File: src/lcs_pkg.sv
// package for the ten-cell logic cluster with add/subtract path
// Notes on behaviour
// - A cluster holds exactly ten cells joined by carry, table and register chains.
// - Each cell but the last passes its table output straight to the next cell's table input; the last one's reaches lutChainOut a cycle late.
// - Each cell's stored value can be loaded into the next cell's register.
// - Registers can shift along the chain while the tables compute something unrelated.
// - A packing option feeds a cell's own register output back into its table.
// - Each cell gives only registered results on three routing outputs, with table and result captured one cycle late, plus three chains.
// - One cluster-wide select makes every arithmetic cell add A plus B or subtract B from A.
// - Subtraction inverts every B bit and forces the carry into the chain to one.
// - Each cell runs in normal mode or dynamic arithmetic mode.
// - Each cell takes eight inputs: four data, two carries, the cluster carry and the register chain.
// - Every cell register shares the cluster clock and cluster asynchronous clear.
package lcs_pkg;

    // ************************************************************
    // sizes
    // ************************************************************
    localparam int LCS_CELLS = 10;
    localparam int LCS_DATA_INS = 4;
    localparam int LCS_ROUTE_OUTS = 3;
    localparam int LCS_LUT_BITS = 16;
    localparam int LCS_IDX_W = 4;

    // ************************************************************
    // routing output positions
    // ************************************************************
    localparam int LCS_ROUTE_COMB = 0;
    localparam int LCS_ROUTE_REG = 1;
    localparam int LCS_ROUTE_RESULT = 2;

    // ************************************************************
    // data input positions
    // ************************************************************
    localparam int LCS_IN_A = 0;
    localparam int LCS_IN_B = 1;
    localparam int LCS_IN_DIRECT = 2;
    localparam int LCS_IN_FEEDBACK = 3;

    // ************************************************************
    // carry start values and reset values
    // ************************************************************
    localparam logic LCS_CARRY_A_START = 1'b0;
    localparam logic LCS_CARRY_B_START = 1'b1;
    localparam logic LCS_REG_RST = 1'b0;
    localparam logic [LCS_LUT_BITS-1:0] LCS_MASK_RST = 16'h0000;

    // ************************************************************
    // types
    // ************************************************************
    typedef enum logic {LCS_NORMAL, LCS_ARITH} lcs_mode_t;
    typedef enum logic [1:0] {LCS_REG_RESULT, LCS_REG_CHAIN, LCS_REG_DIRECT} lcs_regsrc_t;

    typedef struct packed {
        lcs_mode_t mode;
        lcs_regsrc_t regSrc;
        logic lutFeedback;
        logic lutChainUse;
        logic [LCS_LUT_BITS-1:0] lutMask;
    } lcs_cell_cfg_t;

    typedef struct packed {
        logic [LCS_DATA_INS-1:0] data;
        logic carryPathAIn;
        logic carryPathBIn;
        logic clusterCarryIn;
        logic regChainIn;
        logic lutChainIn;
        logic invertB;
    } lcs_cell_in_t;

    typedef struct packed {
        logic lutComb;
        logic regQ;
        logic result;
        logic carryPathAOut;
        logic carryPathBOut;
    } lcs_cell_out_t;

    localparam lcs_cell_cfg_t LCS_CFG_RST = '{LCS_NORMAL, LCS_REG_RESULT, 1'b0, 1'b0, LCS_MASK_RST};

    // ************************************************************
    // full adder helpers
    // ************************************************************
    function automatic logic lcs_sum(input logic a, input logic b, input logic c);
        lcs_sum = a ^ b ^ c;
    endfunction

    function automatic logic lcs_carry(input logic a, input logic b, input logic c);
        lcs_carry = (a & b) | (a & c) | (b & c);
    endfunction

endpackage

File: src/lcs_cell.sv
// one logic cell: table, register, dual carry path
`timescale 1ns/1ps
module lcs_cell (
    // clock and cluster controls
    input wire logic core_clk,
    input wire logic rstn,
    input wire logic clusterClr,
    // configuration
    input wire lcs_pkg::lcs_cell_cfg_t cfg,
    // eight inputs plus chain and select
    input wire lcs_pkg::lcs_cell_in_t cin,
    // results
    output lcs_pkg::lcs_cell_out_t cout
);

    // ************************************************************
    // table and arithmetic
    // ************************************************************
    logic regQ_q;
    logic regQ_d;
    logic [lcs_pkg::LCS_DATA_INS-1:0] lutIdx;
    logic lutComb;
    logic opA;
    logic opB;
    logic sumA;
    logic sumB;

    always_comb begin
        lutIdx = cin.data;
        if (cfg.lutChainUse) begin
            lutIdx[lcs_pkg::LCS_IN_A] = cin.lutChainIn;
        end
        if (cfg.lutFeedback) begin
            lutIdx[lcs_pkg::LCS_IN_FEEDBACK] = regQ_q;
        end
        lutComb = cfg.lutMask[lutIdx];
        opA = cin.data[lcs_pkg::LCS_IN_A];
        opB = cin.data[lcs_pkg::LCS_IN_B] ^ cin.invertB;
        sumA = lcs_pkg::lcs_sum(opA, opB, cin.carryPathAIn);
        sumB = lcs_pkg::lcs_sum(opA, opB, cin.carryPathBIn);
        cout.lutComb = lutComb;
        cout.regQ = regQ_q;
        if (cfg.mode == lcs_pkg::LCS_ARITH) begin
            cout.result = cin.clusterCarryIn ? sumB : sumA;
            cout.carryPathAOut = lcs_pkg::lcs_carry(opA, opB, cin.carryPathAIn);
            cout.carryPathBOut = lcs_pkg::lcs_carry(opA, opB, cin.carryPathBIn);
        end else begin
            cout.result = lutComb;
            cout.carryPathAOut = cin.carryPathAIn;
            cout.carryPathBOut = cin.carryPathBIn;
        end
    end

    // ************************************************************
    // register
    // ************************************************************
    always_comb begin
        case (cfg.regSrc)
            lcs_pkg::LCS_REG_RESULT: regQ_d = cout.result;
            lcs_pkg::LCS_REG_CHAIN: regQ_d = cin.regChainIn;
            lcs_pkg::LCS_REG_DIRECT: regQ_d = cin.data[lcs_pkg::LCS_IN_DIRECT];
            default: regQ_d = lcs_pkg::LCS_REG_RST;
        endcase
    end

    always_ff @(posedge core_clk or posedge clusterClr) begin
        if (clusterClr) begin
            regQ_q <= lcs_pkg::LCS_REG_RST;
        end else if (!rstn) begin
            regQ_q <= lcs_pkg::LCS_REG_RST;
        end else begin
            regQ_q <= regQ_d;
        end
    end

endmodule // lcs_cell

File: src/lcs_cluster.sv
// ten-cell logic cluster with chains and add/subtract select
`timescale 1ns/1ps
module lcs_cluster (
    // clock and reset
    input wire logic core_clk,
    input wire logic rstn,
    // cluster-wide controls
    input wire logic clusterClr,
    input wire logic addNotSub,
    // configuration load
    input wire logic cfgWrite,
    input wire logic [lcs_pkg::LCS_IDX_W-1:0] cfgIndex,
    input wire lcs_pkg::lcs_cell_cfg_t cfgData,
    // local routing data, four per cell
    input wire logic [lcs_pkg::LCS_CELLS-1:0][lcs_pkg::LCS_DATA_INS-1:0] cellData,
    // links from the previous cluster
    input wire logic clusterCarryIn,
    input wire logic regChainIn,
    // general routing outputs, three per cell
    output logic [lcs_pkg::LCS_CELLS-1:0][lcs_pkg::LCS_ROUTE_OUTS-1:0] routeOut,
    // links to the next cluster
    output logic clusterCarryOut,
    output logic regChainOut,
    output logic lutChainOut,
    // configuration readback of the selected cell
    output lcs_pkg::lcs_cell_cfg_t cfgReadback
);

    // ************************************************************
    // configuration store
    // ************************************************************
    lcs_pkg::lcs_cell_cfg_t cfgMem_q [lcs_pkg::LCS_CELLS];
    lcs_pkg::lcs_cell_cfg_t cfgMem_d [lcs_pkg::LCS_CELLS];
    lcs_pkg::lcs_cell_cfg_t cfgReadback_q;
    lcs_pkg::lcs_cell_cfg_t cfgReadback_d;
    logic cfgHit;

    always_comb begin
        cfgHit = (cfgIndex < lcs_pkg::LCS_IDX_W'(lcs_pkg::LCS_CELLS));
        for (int i = 0; i < lcs_pkg::LCS_CELLS; i++) begin
            cfgMem_d[i] = cfgMem_q[i];
            if (cfgWrite && cfgHit && (cfgIndex == lcs_pkg::LCS_IDX_W'(i))) begin
                cfgMem_d[i] = cfgData;
            end
        end
        cfgReadback_d = lcs_pkg::LCS_CFG_RST;
        if (cfgHit) begin
            cfgReadback_d = cfgMem_q[cfgIndex];
        end
    end

    always_ff @(posedge core_clk) begin
        if (!rstn) begin
            for (int i = 0; i < lcs_pkg::LCS_CELLS; i++) begin
                cfgMem_q[i] <= lcs_pkg::LCS_CFG_RST;
            end
            cfgReadback_q <= lcs_pkg::LCS_CFG_RST;
        end else begin
            for (int i = 0; i < lcs_pkg::LCS_CELLS; i++) begin
                cfgMem_q[i] <= cfgMem_d[i];
            end
            cfgReadback_q <= cfgReadback_d;
        end
    end

    assign cfgReadback = cfgReadback_q;

    // ************************************************************
    // cluster-wide add/subtract control
    // ************************************************************
    logic subSel;
    logic carrySel;

    always_comb begin
        subSel = ~addNotSub;
        carrySel = clusterCarryIn | subSel;
    end

    // ************************************************************
    // cell inputs and chain wiring
    // ************************************************************
    lcs_pkg::lcs_cell_in_t cellIn [lcs_pkg::LCS_CELLS];
    lcs_pkg::lcs_cell_out_t cellOut [lcs_pkg::LCS_CELLS];

    always_comb begin
        for (int i = 0; i < lcs_pkg::LCS_CELLS; i++) begin
            cellIn[i].data = cellData[i];
            cellIn[i].clusterCarryIn = carrySel;
            cellIn[i].invertB = subSel;
            if (i == 0) begin
                cellIn[i].carryPathAIn = lcs_pkg::LCS_CARRY_A_START;
                cellIn[i].carryPathBIn = lcs_pkg::LCS_CARRY_B_START;
                cellIn[i].regChainIn = regChainIn;
                cellIn[i].lutChainIn = 1'b0;
            end else begin
                cellIn[i].carryPathAIn = cellOut[i-1].carryPathAOut;
                cellIn[i].carryPathBIn = cellOut[i-1].carryPathBOut;
                cellIn[i].regChainIn = cellOut[i-1].regQ;
                cellIn[i].lutChainIn = cellOut[i-1].lutComb;
            end
        end
    end

    // ************************************************************
    // the ten cells
    // ************************************************************
    for (genvar g = 0; g < lcs_pkg::LCS_CELLS; g++) begin : gCell
        lcs_cell uCell (
            .core_clk(core_clk),
            .rstn(rstn),
            .clusterClr(clusterClr),
            .cfg(cfgMem_q[g]),
            .cin(cellIn[g]),
            .cout(cellOut[g])
        );
    end

    // ************************************************************
    // output capture
    // ************************************************************
    logic [lcs_pkg::LCS_CELLS-1:0] combOut_q;
    logic [lcs_pkg::LCS_CELLS-1:0] combOut_d;
    logic [lcs_pkg::LCS_CELLS-1:0] resultOut_q;
    logic [lcs_pkg::LCS_CELLS-1:0] resultOut_d;
    logic [lcs_pkg::LCS_CELLS-1:0] regOut;
    logic carryOut_q;
    logic carryOut_d;
    lcs_pkg::lcs_cell_out_t lastCell;

    always_comb begin
        for (int i = 0; i < lcs_pkg::LCS_CELLS; i++) begin
            combOut_d[i] = cellOut[i].lutComb;
            resultOut_d[i] = cellOut[i].result;
            regOut[i] = cellOut[i].regQ;
        end
        lastCell = cellOut[lcs_pkg::LCS_CELLS-1];
        carryOut_d = carrySel ? lastCell.carryPathBOut : lastCell.carryPathAOut;
    end

    always_ff @(posedge core_clk) begin
        if (!rstn) begin
            combOut_q <= '0;
            resultOut_q <= '0;
            carryOut_q <= 1'b0;
        end else begin
            combOut_q <= combOut_d;
            resultOut_q <= resultOut_d;
            carryOut_q <= carryOut_d;
        end
    end

    // ************************************************************
    // routing outputs
    // ************************************************************
    always_comb begin
        for (int i = 0; i < lcs_pkg::LCS_CELLS; i++) begin
            routeOut[i][lcs_pkg::LCS_ROUTE_COMB] = combOut_q[i];
            routeOut[i][lcs_pkg::LCS_ROUTE_REG] = regOut[i];
            routeOut[i][lcs_pkg::LCS_ROUTE_RESULT] = resultOut_q[i];
        end
        clusterCarryOut = carryOut_q;
        regChainOut = regOut[lcs_pkg::LCS_CELLS-1];
        lutChainOut = combOut_q[lcs_pkg::LCS_CELLS-1];
    end

endmodule // lcs_cluster

File: config.mk
export PLATFORM = sky130hd
export DESIGN_NAME = lcs_cluster
export DESIGN_NICKNAME = d
export VERILOG_FILES = /design/src/lcs_pkg.sv /design/src/lcs_cell.sv /design/src/lcs_cluster.sv
export SDC_FILE = /design/constraint.sdc
export NUM_CORES = 1
export LEC_CHECK = 0
export BUFFER_PORTS_ARGS = -buffer_cell sky130_fd_sc_hd__buf_2
export CORE_MARGIN = 5
export CORE_UTILIZATION = 62
export DETAILED_ROUTE_END_ITERATION = 10
export GPL_TIMING_DRIVEN = 1
export PLACE_DENSITY = 0.81
export SYNTH_ARGS = -nofsm -noshare
export SYNTH_HDL_FRONTEND = slang
export SYNTH_SLANG_ARGS = --single-unit
File: constraint.sdc
create_clock -name core_clk -period 10.9 [get_ports core_clk]
set_clock_uncertainty 0.15 [all_clocks]
set_input_delay 1.635 -clock core_clk [delete_from_list [all_inputs] [get_ports core_clk]]
set_output_delay 1.635 -clock core_clk [all_outputs]
set_load 0.01 [all_outputs]
==> summary.md <==
| Metric | Value |
|---|---|
| Status | complete, no violations |
| Die footprint | 25300 µm² |
| Global Route Usage Sum | 35.5% |
| RSZ-0062 raised after global routing | false |
| Root buffer cell | clkbuf_16 |
| Initial antenna violation count | 0 |
| Global placer's final weighted congestion | 1.00 |
| Finished Core Util | 69.3% |
| Pleak | 5.50 nW |
| CP Data Arrival Time | 9.06 ns |
| Pins Over Slew Limit | 0 |
| FMAX | 0.114 GHz |
| CTS tree | built |
| Max Cap Viol | 0 |
| Hold-fix buffers at CTS | 0 |
| Initial Utilization | 63.1% |
| R2r setup slk | 2.91 ns |
| Final setup vio count | 0 |
| VDD IR max | 107 µV |
| Setup TNS | 0 ns |
| Hold Path Sink | cfgMem_q[8][11] |
| Largest net degree at the start of global routing | 134 |
| Vias | 12.9k |
| Die height | 159 µm |
| Total CTS buffers | 27 |
| Hold depth | 2 |
| Power Dens Cells | 143 nW/µm² |
| Global-route wire length before repair | 71400 µm |
| DPL Wire Length | 32600 µm |
| CP max stage delay | 0.63 ns |
| Routed Antenna Nets | 0 |
| Worst hold slack | 0.323 ns |
| Worst slew margin | 27.9% |
| Reg2reg end | gCell[9].uCell.regQ_q |
| Final Cycle Share | 80.7% |
| Final wirelength | 47100 µm |
| Register area share after synthesis | 38.4% |
| Power share of the combinational group | 10.5% |
| Clock power share | 43.8% |
| Min-delay src | cfgMem_q[8][11] |
| I/O Pins | 126 |
| Post-CTS sizing | 0 |
| Input/output buffers | 125 |
| Crit Path Class | in2reg |
| Core box area | 21900 µm² |
| Post-Syn Nets | 1721 |
| Synthesized area per cell | 8.43 µm² |
| Post-Syn Area | 13800 µm² |
| Reg2Reg Depth | 25 |
| CP Launch Type | input port |
| Yosys warning count | 0 |
| Synth Instances | 1638 |
| Die span in x | 159 µm |
| Seq cells post-synth | 262 |
| Sw frac | 25.3% |
| DR DRC count | 0 |
| CP max FO | 17 |
| Clk sinks | 262 |
| P_int | 0.00162 W |
| Reg2Reg Launch Point | cfgMem_q[0][17] |
| DR iter-0 viols | 1792 |
| Main flop type after synthesis | dfxtp_1 |
| Post-CTS Setup Inserts | 0 |
| Worst-margin pin slew | 1.08 ns |
| Clock buffer depth | 3 |
| Critical Path RT | 11.16 ns |
| H-tree level count | 1 |
| Worst min path class | reg2reg |
| Final hold vios | 0 |
| Vias in the first global route | 12.1k |
| # diodes | 0 |
| Ys async rst share | 3.82% |
| Routed vias/inst | 6.61 |
| CTS clk-pin slew, worst paths | 0.06 ns |
| Placed Cells | 1903 |
| Final instance area | 15200 µm² |
| Post-detailed-route wirelength per cell | 24.2 µm |
| Cell Count, Final, Fillers Out | 1948 |
| Slowest CP cell | a2111o_1 |
| EDFF count, synth | 0 |
| Fin crit period | 8.80 ns |
| Area delta synth->final | 9.82% |
| Skew-Pair Late Insertion Delay | 0.53 ns |
| Rows | 54 |
| Crit end category | flop |
| DP Area | 14300 µm² |
| Layout cells sized above 1 | 17.6% |
| Net Sw Power | 0.000551 W |
| Final net count | 1735 |
| Netlist cell types | 77 |
| Grt total ovfl | 0 |
| Drt first pass iters | 5 |
| Sequential Power Share | 45.7% |
[metrics by stage]
step           total power (W)  setup WS (ns)
6_report               0.00217           2.10
5_1_grt                0.00223           1.72
4_1_cts                0.00216           2.17
3_5_place_dp           0.00123           1.68
3_3_place_gp           0.00123           1.87
2_1_floorplan          0.00116           2.66
[flip-flops by register name, indices dropped and copies added (netlist names)]
register	cells
gCell.uCell.regQ_q	10
clusterCarryOut	1
cfgReadback	21
combOut_q	10
cfgMem_q	210
resultOut_q	10
[kinds of logic after synthesis]
logic type               count (synthesis)  synth area share (%)
AND/OR/NAND/NOR                        647                  20.2
adder cells (fa/ha/maj)                 11                 0.997
XOR/XNOR                                20                  1.27
buffers and inverters                  171                  4.97
multiplexers                           149                  17.1
flip-flops                             262                  38.4
AO/OA/AOI/OAI                          378                  17.1
[cell usage in the layout, fill, tap and decap left out, drive strengths merged, types with 6 or more instances in the layout]
cell type	count
a211oi	49
xnor2	12
o21ai	16
and2	15
buf	133
mux2	20
or3b	7
nand2	462
dfrtp	10
nor2b	34
inv	23
nand2b	6
a21oi	232
nor3	11
a31oi	19
nor3b	7
nor2	54
clkbuf	39
o2111ai	7
ha	11
mux2i	62
dfxtp	252
a22o	7
mux4	67
xor2	8
nand3b	9
nand3	21
[worst max-delay path, delay by kind of cell]
family	cells	cell delay (ns)
AOI/OAI and AO/OA	17	4.18
buffers and inverters	1	0.13
muxes	5	2.14
and+or+nand+nor	3	0.94
[cell type report]
cell class              count  area (µm²)
fillers                  1779        6730
inverters                  23        91.3
flip-flops and latches    262        5300
clock buffers              39         791
clock inverters             6         105
multi-input cells        1205        7840
well taps                 280         350
repair buffers            133         688
[synthesized netlist by cell type, drive strengths merged, types with 20 or more instances]
| library cell | number | area (µm²) |
|---|---|---|
| dfxtp | 252 | 5040 |
| clkbuf | 131 | 492 |
| mux4 | 67 | 1510 |
| nand2 | 462 | 1730 |
| mux2 | 20 | 229 |
| inv | 23 | 86.3 |
| mux2i | 62 | 628 |
| a211oi | 49 | 368 |
| nor2b | 34 | 220 |
| nor2 | 54 | 203 |
| nand3 | 21 | 110 |
| a21oi | 232 | 1160 |
[power groups by stage]
stage	clock [W]	combinational [W]	sequential, W
3_5_place_dp	0	0.000221	0.00101
5_1_grt	0.000995	0.000242	0.000994
2_1_floorplan	0	0.000148	0.00101
6_report	0.000952	0.000228	0.000993
3_3_place_gp	0	0.000216	0.00101
4_1_cts	0.000950	0.000223	0.000992
[per-layer routing]
metal	wire length [µm]	track usage [%]
met4	2640	15.9
met2	20800	54.5
met1	17700	48.8
met5	0	0
met3	5910	7.02
[how the worst max path moves through the flow]
| stage | start | slack (ns) | cells past startpoint | to |
|---|---|---|---|---|
| 2_1_floorplan | cellData[1] | 2.66 | 26 | gCell[9].uCell.regQ_q |
| 3_3_place_gp | cellData[0] | 1.87 | 26 | gCell[9].uCell.regQ_q |
| 3_5_place_dp | cellData[0] | 1.68 | 26 | gCell[9].uCell.regQ_q |
| 4_1_cts | cellData[0] | 2.17 | 26 | gCell[9].uCell.regQ_q |
| 5_1_grt | cellData[0] | 1.72 | 26 | combOut_q[9] |
| 6_report | cellData[0] | 2.10 | 26 | gCell[9].uCell.regQ_q |
Note: power is estimated with default switching activity, not from simulation.
